==> src/nvsg_params.svh <==
// Offsets, field positions, reset values and addresses of the security gate
`ifndef NVSG_PARAMS_SVH
`define NVSG_PARAMS_SVH

`define NVSG_OFF_WOPT      8'h00
`define NVSG_OFF_WPROT     8'h04
`define NVSG_OFF_KEYHI     8'h08
`define NVSG_OFF_KEYLO     8'h0c
`define NVSG_OFF_CTRL      8'h10
`define NVSG_OFF_STATUS    8'h14

`define NVSG_NV_KEY_BASE   16'hffb0
`define NVSG_NV_PROT       16'hffbd
`define NVSG_NV_OPT        16'hffbf
`define NVSG_KEY_BYTES     4'h8

`define NVSG_OPT_KEY_ENABLE_BIT     7
`define NVSG_OPT_NORED     6
`define NVSG_OPT_SEC_HI    1
`define NVSG_OPT_SEC_LO    0
`define NVSG_SEC_UNSECURE  2'h2
`define NVSG_PROT_PROTECT_DISABLE_BIT    0
`define NVSG_PROT_FPS_HI   7
`define NVSG_PROT_FPS_LO   1

`define NVSG_CTRL_START    0
`define NVSG_ST_SECURE     0
`define NVSG_ST_LOADED     1
`define NVSG_ST_UNLOCKED   2
`define NVSG_ST_KEYFAIL    3
`define NVSG_ST_REFUSED    4

`define NVSG_WOPT_RST      8'h03
`define NVSG_WPROT_RST     8'hff

`endif

==> src/nvsg_pkg.sv <==
// Types shared by the security gate modules
package nvsg_pkg;
  typedef enum {
    LdKey,
    LdProt,
    LdOpt,
    Run
  } nvsg_load_e;
  typedef logic [7:0] nvsg_byte_t;
endpackage

==> src/nvsg_ram_if.sv <==
// Carrier between the gate and its retained RAM
`timescale 1ns/1ps
interface nvsg_ram_if #(
  parameter int AW = 9
);
  logic          req;
  logic          we;
  logic [AW-1:0] addr;
  logic [7:0]    wdata;
  logic [7:0]    rdata;
  logic          allow;
  modport ctrl (output req, output we, output addr, output wdata, output allow, input rdata);
  modport mem  (input req, input we, input addr, input wdata, input allow, output rdata);
endinterface

==> src/nvsg_ram.sv <==
// Retained RAM array behind the security gate
`timescale 1ns/1ps
module nvsg_ram #(
  parameter int AW = 9
) (
  input wire logic  ref_clk,
  nvsg_ram_if.mem   bus
);
  logic [7:0] mem [2**AW];
  logic [7:0] rdata_q;

  if (AW < 1 || AW > 16) begin : g_bad_aw
    $error("nvsg_ram: AW out of range");
  end

  // Contents never reset
  always_ff @(posedge ref_clk) begin
    if (bus.req && bus.allow && bus.we) begin
      mem[bus.addr] <= bus.wdata;
    end
  end

  // Blocked reads return zero
  always_ff @(posedge ref_clk) begin
    if (bus.req && !bus.we) begin
      rdata_q <= bus.allow ? mem[bus.addr] : 8'h00;
    end
  end

  assign bus.rdata = rdata_q;
endmodule

==> src/nvsg_top.sv <==
// Nonvolatile security gate: option load, key unlock, access gating
//
// What this block does
// Every reset reloads stored protection and option bytes into working registers.
// An 8-byte backdoor key is read from nonvolatile 0xFFB0 to 0xFFB7.
// Matching key unlocks security only when the key enable bit is one.
// Key compare accepted only from secure code, never from background debug.
// Key enable zero disables key; only erase plus blank check unlocks.
// Security field value 1:0 means unsecured.
// While secured, debug and non-secure code cannot reach RAM.
// RAM contents survive low-power modes and every reset.
// Controller clears a disabled-key lock by mass erase 0x41, then blank check 0x05; this block issues neither and unlocks on blankVerified.
// Key unlock lasts only until the next reset.
`timescale 1ns/1ps
`include "nvsg_params.svh"
module nvsg_top #(
  parameter int RAM_AW = 9
) (
  input  wire logic              ref_clk,
  input  wire logic              arst_n,
  input  wire logic              psel,
  input  wire logic              penable,
  input  wire logic              pwrite,
  input  wire logic [7:0]        paddr,
  input  wire logic [31:0]       pwdata,
  output      logic [31:0]       prdata,
  output      logic              pready,
  output      logic              pslverr,
  output      logic              nvmRdReq,
  output      logic [15:0]       nvmAddr,
  input  wire logic [7:0]        nvmRdData,
  input  wire logic              nvmRdValid,
  input  wire logic              execSecure,
  input  wire logic              bdmActive,
  input  wire logic              blankVerified,
  input  wire logic              ramReq,
  input  wire logic              ramWe,
  input  wire logic [RAM_AW-1:0] ramAddr,
  input  wire logic [7:0]        ramWdata,
  input  wire logic              ramFromNonSecure,
  output      logic [7:0]        ramRdata,
  output      logic              ramDenied,
  output      logic              secureEngaged,
  output      logic              flashDebugBlock,
  output      logic              loadDone,
  output      logic [6:0]        protBoundary,
  output      logic              protDisable,
  output      logic              vectorRedirectDisable
);
  nvsg_pkg::nvsg_load_e state_q;
  logic [3:0]           idx_q;
  logic [63:0]          storedKey_q;
  logic [7:0]           workOpt_q;
  logic [7:0]           workProt_q;
  logic [31:0]          keyHi_q;
  logic [31:0]          keyLo_q;
  logic                 unlock_q;
  logic                 keyFail_q;
  logic                 refused_q;
  logic                 ramDenied_q;
  logic                 wrEn;
  logic                 rdEn;
  logic                 startCmp;
  logic                 keyAllowed;
  logic                 fieldUnsecure;
  logic                 ramAllow;

  if (RAM_AW < 1 || RAM_AW > 16) begin : g_bad_aw
    $error("nvsg_top: RAM_AW out of range");
  end

  function automatic logic mapped(input logic [7:0] a);
    mapped = (a == `NVSG_OFF_WOPT) || (a == `NVSG_OFF_WPROT) || (a == `NVSG_OFF_KEYHI)
          || (a == `NVSG_OFF_KEYLO) || (a == `NVSG_OFF_CTRL) || (a == `NVSG_OFF_STATUS);
  endfunction

  // APB slave answers with no wait state
  assign pready  = 1'b1;
  assign pslverr = psel && penable && !mapped(paddr);
  assign wrEn    = psel && penable && pwrite && mapped(paddr);
  assign rdEn    = psel && penable && !pwrite;

  // Load sequence after each reset
  always_ff @(posedge ref_clk or negedge arst_n) begin
    if (!arst_n) begin
      state_q <= nvsg_pkg::LdKey;
      idx_q   <= 4'h0;
    end else if (state_q != nvsg_pkg::Run && nvmRdReq && nvmRdValid) begin
      case (state_q)
        nvsg_pkg::LdKey: begin
          idx_q <= idx_q + 4'h1;
          if (idx_q == `NVSG_KEY_BYTES - 4'h1) begin
            state_q <= nvsg_pkg::LdProt;
          end
        end
        nvsg_pkg::LdProt: state_q <= nvsg_pkg::LdOpt;
        nvsg_pkg::LdOpt:  state_q <= nvsg_pkg::Run;
        default:          state_q <= nvsg_pkg::Run;
      endcase
    end
  end

  // Address of each stored byte
  always_ff @(posedge ref_clk or negedge arst_n) begin
    if (!arst_n) begin
      nvmAddr  <= `NVSG_NV_KEY_BASE;
      nvmRdReq <= 1'b0;
    end else begin
      nvmRdReq <= (state_q != nvsg_pkg::Run) && !(nvmRdValid && nvmRdReq);
      case (state_q)
        nvsg_pkg::LdKey: nvmAddr <= `NVSG_NV_KEY_BASE + {12'h000, idx_q};
        nvsg_pkg::LdProt: nvmAddr <= `NVSG_NV_PROT;
        nvsg_pkg::LdOpt:  nvmAddr <= `NVSG_NV_OPT;
        default:          nvmAddr <= `NVSG_NV_OPT;
      endcase
    end
  end

  // Stored key, lowest address most significant
  always_ff @(posedge ref_clk or negedge arst_n) begin
    if (!arst_n) begin
      storedKey_q <= 64'h0;
    end else if (state_q == nvsg_pkg::LdKey && nvmRdReq && nvmRdValid) begin
      storedKey_q <= {storedKey_q[55:0], nvmRdData};
    end
  end

  // Working copies of protection and option bytes
  always_ff @(posedge ref_clk or negedge arst_n) begin
    if (!arst_n) begin
      workProt_q <= `NVSG_WPROT_RST;
      workOpt_q  <= `NVSG_WOPT_RST;
    end else if (nvmRdReq && nvmRdValid) begin
      if (state_q == nvsg_pkg::LdProt) begin
        workProt_q <= nvmRdData;
      end
      if (state_q == nvsg_pkg::LdOpt) begin
        workOpt_q <= nvmRdData;
      end
    end
  end

  // Key entry words
  always_ff @(posedge ref_clk or negedge arst_n) begin
    if (!arst_n) begin
      keyHi_q <= 32'h0;
      keyLo_q <= 32'h0;
    end else if (wrEn) begin
      if (paddr == `NVSG_OFF_KEYHI) begin
        keyHi_q <= pwdata;
      end
      if (paddr == `NVSG_OFF_KEYLO) begin
        keyLo_q <= pwdata;
      end
    end
  end

  assign startCmp = wrEn && (paddr == `NVSG_OFF_CTRL) && pwdata[`NVSG_CTRL_START];

  // Only secure code, never debug
  // Key enable zero blocks the compare
  assign keyAllowed = state_q == nvsg_pkg::Run && workOpt_q[`NVSG_OPT_KEY_ENABLE_BIT]
                   && execSecure && !bdmActive;

  // Matching key unlocks
  // Blank check after erase unlocks
  // Cleared only by reset
  always_ff @(posedge ref_clk or negedge arst_n) begin
    if (!arst_n) begin
      unlock_q <= 1'b0;
    end else if ((startCmp && keyAllowed && {keyHi_q, keyLo_q} == storedKey_q)
                 || (blankVerified && state_q == nvsg_pkg::Run)) begin
      unlock_q <= 1'b1;
    end
  end

  // Mismatch and refusal flags
  always_ff @(posedge ref_clk or negedge arst_n) begin
    if (!arst_n) begin
      keyFail_q <= 1'b0;
      refused_q <= 1'b0;
    end else if (startCmp) begin
      refused_q <= !keyAllowed;
      keyFail_q <= keyAllowed && ({keyHi_q, keyLo_q} != storedKey_q);
    end
  end

  // Code 1:0 is unsecured
  assign fieldUnsecure = workOpt_q[`NVSG_OPT_SEC_HI:`NVSG_OPT_SEC_LO] == `NVSG_SEC_UNSECURE;
  assign secureEngaged = !(loadDone && (fieldUnsecure || unlock_q));
  assign flashDebugBlock = secureEngaged;
  assign loadDone = state_q == nvsg_pkg::Run;

  assign protBoundary          = workProt_q[`NVSG_PROT_FPS_HI:`NVSG_PROT_FPS_LO];
  assign protDisable           = workProt_q[`NVSG_PROT_PROTECT_DISABLE_BIT];
  assign vectorRedirectDisable = workOpt_q[`NVSG_OPT_NORED];

  // RAM gating while secured
  assign ramAllow = !(secureEngaged && (bdmActive || ramFromNonSecure));

  always_ff @(posedge ref_clk or negedge arst_n) begin
    if (!arst_n) begin
      ramDenied_q <= 1'b0;
    end else begin
      ramDenied_q <= ramReq && !ramAllow;
    end
  end
  assign ramDenied = ramDenied_q;

  nvsg_ram_if #(.AW(RAM_AW)) ramBus ();
  assign ramBus.req   = ramReq;
  assign ramBus.we    = ramWe;
  assign ramBus.addr  = ramAddr;
  assign ramBus.wdata = ramWdata;
  assign ramBus.allow = ramAllow;
  assign ramRdata     = ramBus.rdata;

  // Retained array
  nvsg_ram #(.AW(RAM_AW)) u_ram (
    .ref_clk (ref_clk),
    .bus     (ramBus)
  );

  // Read data register
  always_ff @(posedge ref_clk or negedge arst_n) begin
    if (!arst_n) begin
      prdata <= 32'h0;
    end else if (psel && !penable && !pwrite) begin
      case (paddr)
        `NVSG_OFF_WOPT:   prdata <= {24'h0, workOpt_q};
        `NVSG_OFF_WPROT:  prdata <= {24'h0, workProt_q};
        `NVSG_OFF_KEYHI:  prdata <= 32'h0;
        `NVSG_OFF_KEYLO:  prdata <= 32'h0;
        `NVSG_OFF_STATUS: prdata <= {27'h0, refused_q, keyFail_q, unlock_q, loadDone,
                                     secureEngaged};
        default:          prdata <= 32'h0;
      endcase
    end else if (rdEn) begin
      prdata <= prdata;
    end
  end
endmodule

==> config.mk <==
export PLATFORM = sky130hd
export DESIGN_NAME = nvsg_top
export DESIGN_NICKNAME = d
export VERILOG_FILES = /design/src/nvsg_pkg.sv /design/src/nvsg_ram_if.sv /design/src/nvsg_ram.sv /design/src/nvsg_top.sv
export VERILOG_INCLUDE_DIRS = /design/src
export SDC_FILE = /design/constraint.sdc
export NUM_CORES = 2
export LEC_CHECK = 0
export ABC_CLOCK_PERIOD_IN_PS = 3090
export BUFFER_PORTS_ARGS = -buffer_cell sky130_fd_sc_hd__buf_4
export CORE_MARGIN = 2
export CORE_UTILIZATION = 63
export DETAILED_ROUTE_END_ITERATION = 6
export PLACE_DENSITY = 0.79
export SLEW_MARGIN = 20
export SYNTH_ARGS = -nofsm -noshare
export SYNTH_HDL_FRONTEND = slang
export SYNTH_HIERARCHICAL = 1
export SYNTH_SLANG_ARGS = --single-unit
==> constraint.sdc <==
create_clock -name ref_clk -period 3.09 [get_ports ref_clk]
set_input_delay 0.1545 -clock ref_clk [delete_from_list [all_inputs] [get_ports ref_clk]]
set_output_delay 0.1545 -clock ref_clk [all_outputs]
set_load 0.02 [all_outputs]
==> results.toml <==
[power_and_ir_drop]
p_comb_share_pct = 6.2
power_density_mw_per_mm2 = 616
pwr-share-seq_pct = 52.5
p_sw_share_pct = 22.3
irDropWorstVdd_uv = 799
p_int_w = 0.0948
pwr-share-clk_pct = 41.2
power.leakage_nw = 67.4
p_total_w = 0.122
power.switching_w = 0.0272

[placement]
place.gp.congestion = 1.04
port_buffers = 111
dp_slack_ps = -1400
placed_area_mm2 = 0.183
dp_hpwl_um = 318000

[die]
core_area_mm2 = 0.262
die_w_um = 517
start_util_pct = 63.3
die_area_mm2 = 0.268
chipHeight_um = 517
ioPinCount = 149
rows = 188

[clocking]
cts_made_buffers = 408
h-tree-depth = 5
clk_pin_slew_ps = 60
clock_tree.buffer_depth = 4
worstSkewPairLatency_ps = 1010
cts_sinks = 4271
cts_tree = "yes"
cts_root_buf = "clkbuf_16"

[route]
firstDrtPassIters = 6
ant_nets = 0
routed-via-count = 96300
wl_um = 510000
viasPerCell = 7.05
drcViolationCount = 0
drt_iter0_drc = 17000
wl_per_cell_um = 37.3

[setup_path]
crit_fanout = 1
timing.rr.start = "u_ram/mem[435][6]$_DFFE_PP_"
critPathLaunchType = "register"
critPathCaptureType = "register"
arrival_ps = 4100
crit_end = "u_ram/bus.rdata[6]$_SDFFCE_PN0P_"
cp-startpoint = "u_ram/mem[435][6]$_DFFE_PP_"
r2r_cells = 9
rrSetupSlack_ps = -290
required_ps = 3800
reg2reg_to = "u_ram/bus.rdata[6]$_SDFFCE_PN0P_"
critPathKind = "reg2reg"

[timing]
slew_violations = 0
worst_slack_ps = -292
finClkSkew_ps = 80.4
fmax_mhz = 296
setup_viol = 5
period_minus_slack_ps = 3380
fin_crit_sh_pct = 109
hold_viol_final = 0
slew_headroom_pct = 21.8
rsz0062_at_grt = "true"
tightestPinTransition_ps = 1160

[global_routing]
gr-total-overflow = 0
grt_use_met1_pct = 48.9
grt_pass1_vias = 96600
track_usage_pct = 38.4
grt_max_degree = 133
grt_pass1_wl_um = 717000
gr-usage-met3_pct = 10.9
antenna_found_initial = 30
met2_usage_pct = 59.0
grt-busiest-layer = "met2"

[cells_and_area]
stdcell_area_mm2 = 0.198
final_layout_size_suffix_gt1_share_pct = 34.4
fillCellCount = 13000
regArea_mm2 = 0.127
area_delta_synth_final_pct = 19.3
final_nets = 9874
multi_input_area_mm2 = 0.0365

[logic_synthesis]
synth_top_area_share_pct = 74.2
postSynthCellCount = 8061
syn_area_per_cell_um2 = 20.6
synth_edf_count = 4104
ys_seq_area_share_pct = 76.7
synth-seq-cells = 4271
synthArstFlopShare_pct = 3.91
yosysWarnings = 6
ys.flop_type = "edfxtp_1"
syn-cell-area_mm2 = 0.166
synth_cell_type_count = 83
yosysTopAreaCell = "edfxtp_1"
synth.area.top_cells = "edfxtp_1 74%, mux4_2 12%, dfrtp_1 2.4%, mux2i_1 1.7%, nor2_1 1.3%"

[job]
drv_cap = 0

[outcome]
status = "complete, but fails checks"
violations = "setup timing"

[worst_hold_path]
hold_path_class = "in2reg"
[kinds of logic after synthesis]
kind of cell / share of synthesized area (%)
AOI/OAI and AO/OA: 2.77
and+or+nand+nor: 3.24
buffers and inverters: 1.70
xor gates and xnor gates: 0.353
adders and majority gates: 0.00753
DFF: 76.7
muxes: 15.2
other: 0.00452
[flip-flops by register name, indices dropped and copies added, names as in the netlist]
register and flops:
keyLo_q 32, unlock_q 1, ramDenied 1, keyHi_q 32
u_ram/mem 4096, u_ram/bus.rdata 8, workOpt_q 8, nvmAddr 4
state_q 2, storedKey_q 64, idx_q 4, workProt_q 8
keyFail_q 1, nvmRdReq 1, refused_q 1, prdata 8
[metal layers]
| metal | wire length, µm | part of all wire (%) | up-vias |
|---|---|---|---|
| li1 | - | - | 36800 |
| met1 | 159000 | 31 | 48800 |
| met2 | 238000 | 47 | 8812 |
| met3 | 72400 | 14 | 1837 |
| met4 | 40100 | 7.9 | 28 |
| met5 | 172 | 0.034 | - |
[synthesized netlist by cell type (all sizes together), types with 8 or more instances]
cell     number
xor2         65
edfxtp     4104
nor4         37
mux4        908
o21ai        43
nor2        575
o211ai        8
a21oi        70
nand2       209
dfstp        10
nor3         35
nand3        85
mux2        170
o22ai        94
and3         18
a211oi       21
and2         25
nor2b        26
dfrtp       157
a32oi         8
or4           9
buf         332
nand4       107
a22o         53
inv           9
a221oi       56
a2111oi      16
a31oi        54
nor3b         9
mux2i       274
a22oi       166
clkbuf      206
[worst min path at each step]
stage	start	to	slack, ps	cells after the start
2_1_floorplan	arst_n	idx_q[0]$_DFFE_PN0P_	-140	0
3_3_place_gp	arst_n	prdata[5]$_DFFE_PN0P_	290	1
3_5_place_dp	arst_n	prdata[5]$_DFFE_PN0P_	310	1
4_1_cts	pwdata[0]	keyHi_q[0]$_DFFE_PN0P_	30	3
5_1_grt	pwdata[0]	keyHi_q[0]$_DFFE_PN0P_	120	3
6_report	pwdata[0]	keyHi_q[0]$_DFFE_PN0P_	130	3
[layout make-up]
cell class	instances	area share [%]
Timing Repair Buffer	1828	8.21
Clock buffer	485	5.38
Inverter	10	0.0215
Multi-Input combinational cell	3277	18.4
Antenna cell	20	0.0253
Sequential cell	4271	64.3
Clock inverter	260	1.36
Tap cell	3515	2.22
[repair_timing]
action                                  4_1_cts  5_1_grt
pin swaps                                    21       11
endpoints found under the hold margin      1429        0
resized for setup                            40       27
endpoints found under the setup margin        7       32
hold buffers                                115        0
buffers inserted                              0        0
[stage by stage]
| stage | utilization [%] | hold WS, ps | TNS (ps) | instances |
|---|---|---|---|---|
| final | 75.5 | 130 | -582 | 13700 |
| after global routing | 75.5 | 116 | -493 | 13600 |
| after CTS | 75.4 | 30.7 | -231 | 13600 |
| after detailed placement | 69.8 | 310 | -7980 | 12800 |
| after global placement | 69.8 | 293 | -8340 | 12800 |
| after floorplan | - | -141 | -149420 | 8096 |
[worst max-delay path, cell delays in order (launching register included)]
cell	delay (ps)
edfxtp_1	390
mux4_2	520
mux2i_1	220
buf_4	190
o32a_1	150
o2111ai_1	120
nor4_1	430
nand4_1	470
buf_4	310
o31a_1	250
[power by group through the flow]
| stage | logic (W) | clock network [W] | registers [W] |
|---|---|---|---|
| 3_3_place_gp | 0.00688 | 0 | 0.0652 |
| 4_1_cts | 0.00734 | 0.0503 | 0.0640 |
| 6_report | 0.00762 | 0.0503 | 0.0640 |
| 2_1_floorplan | 0.00316 | 0 | 0.0652 |
| 5_1_grt | 0.00775 | 0.0523 | 0.0640 |
| 3_5_place_dp | 0.00707 | 0 | 0.0652 |
[layout by cell type (no fill, tap or decap), drive strengths merged, types with 70 or more instances in the layout]
| master | Yosys | layout |
|---|---|---|
| clkbuf | 206 | 485 |
| a22oi | 166 | 166 |
| mux2 | 170 | 170 |
| dlygate4sd3 | 0 | 114 |
| clkinv | 1 | 189 |
| buf | 332 | 1714 |
| nand2 | 209 | 209 |
| edfxtp | 4104 | 4104 |
| mux4 | 908 | 908 |
| nand3 | 85 | 85 |
| dfrtp | 157 | 157 |
| nand4 | 107 | 107 |
| o22ai | 94 | 94 |
| mux2i | 274 | 274 |
| a21oi | 70 | 70 |
| nor2 | 575 | 575 |
Note: power is estimated with default switching activity, not from simulation.
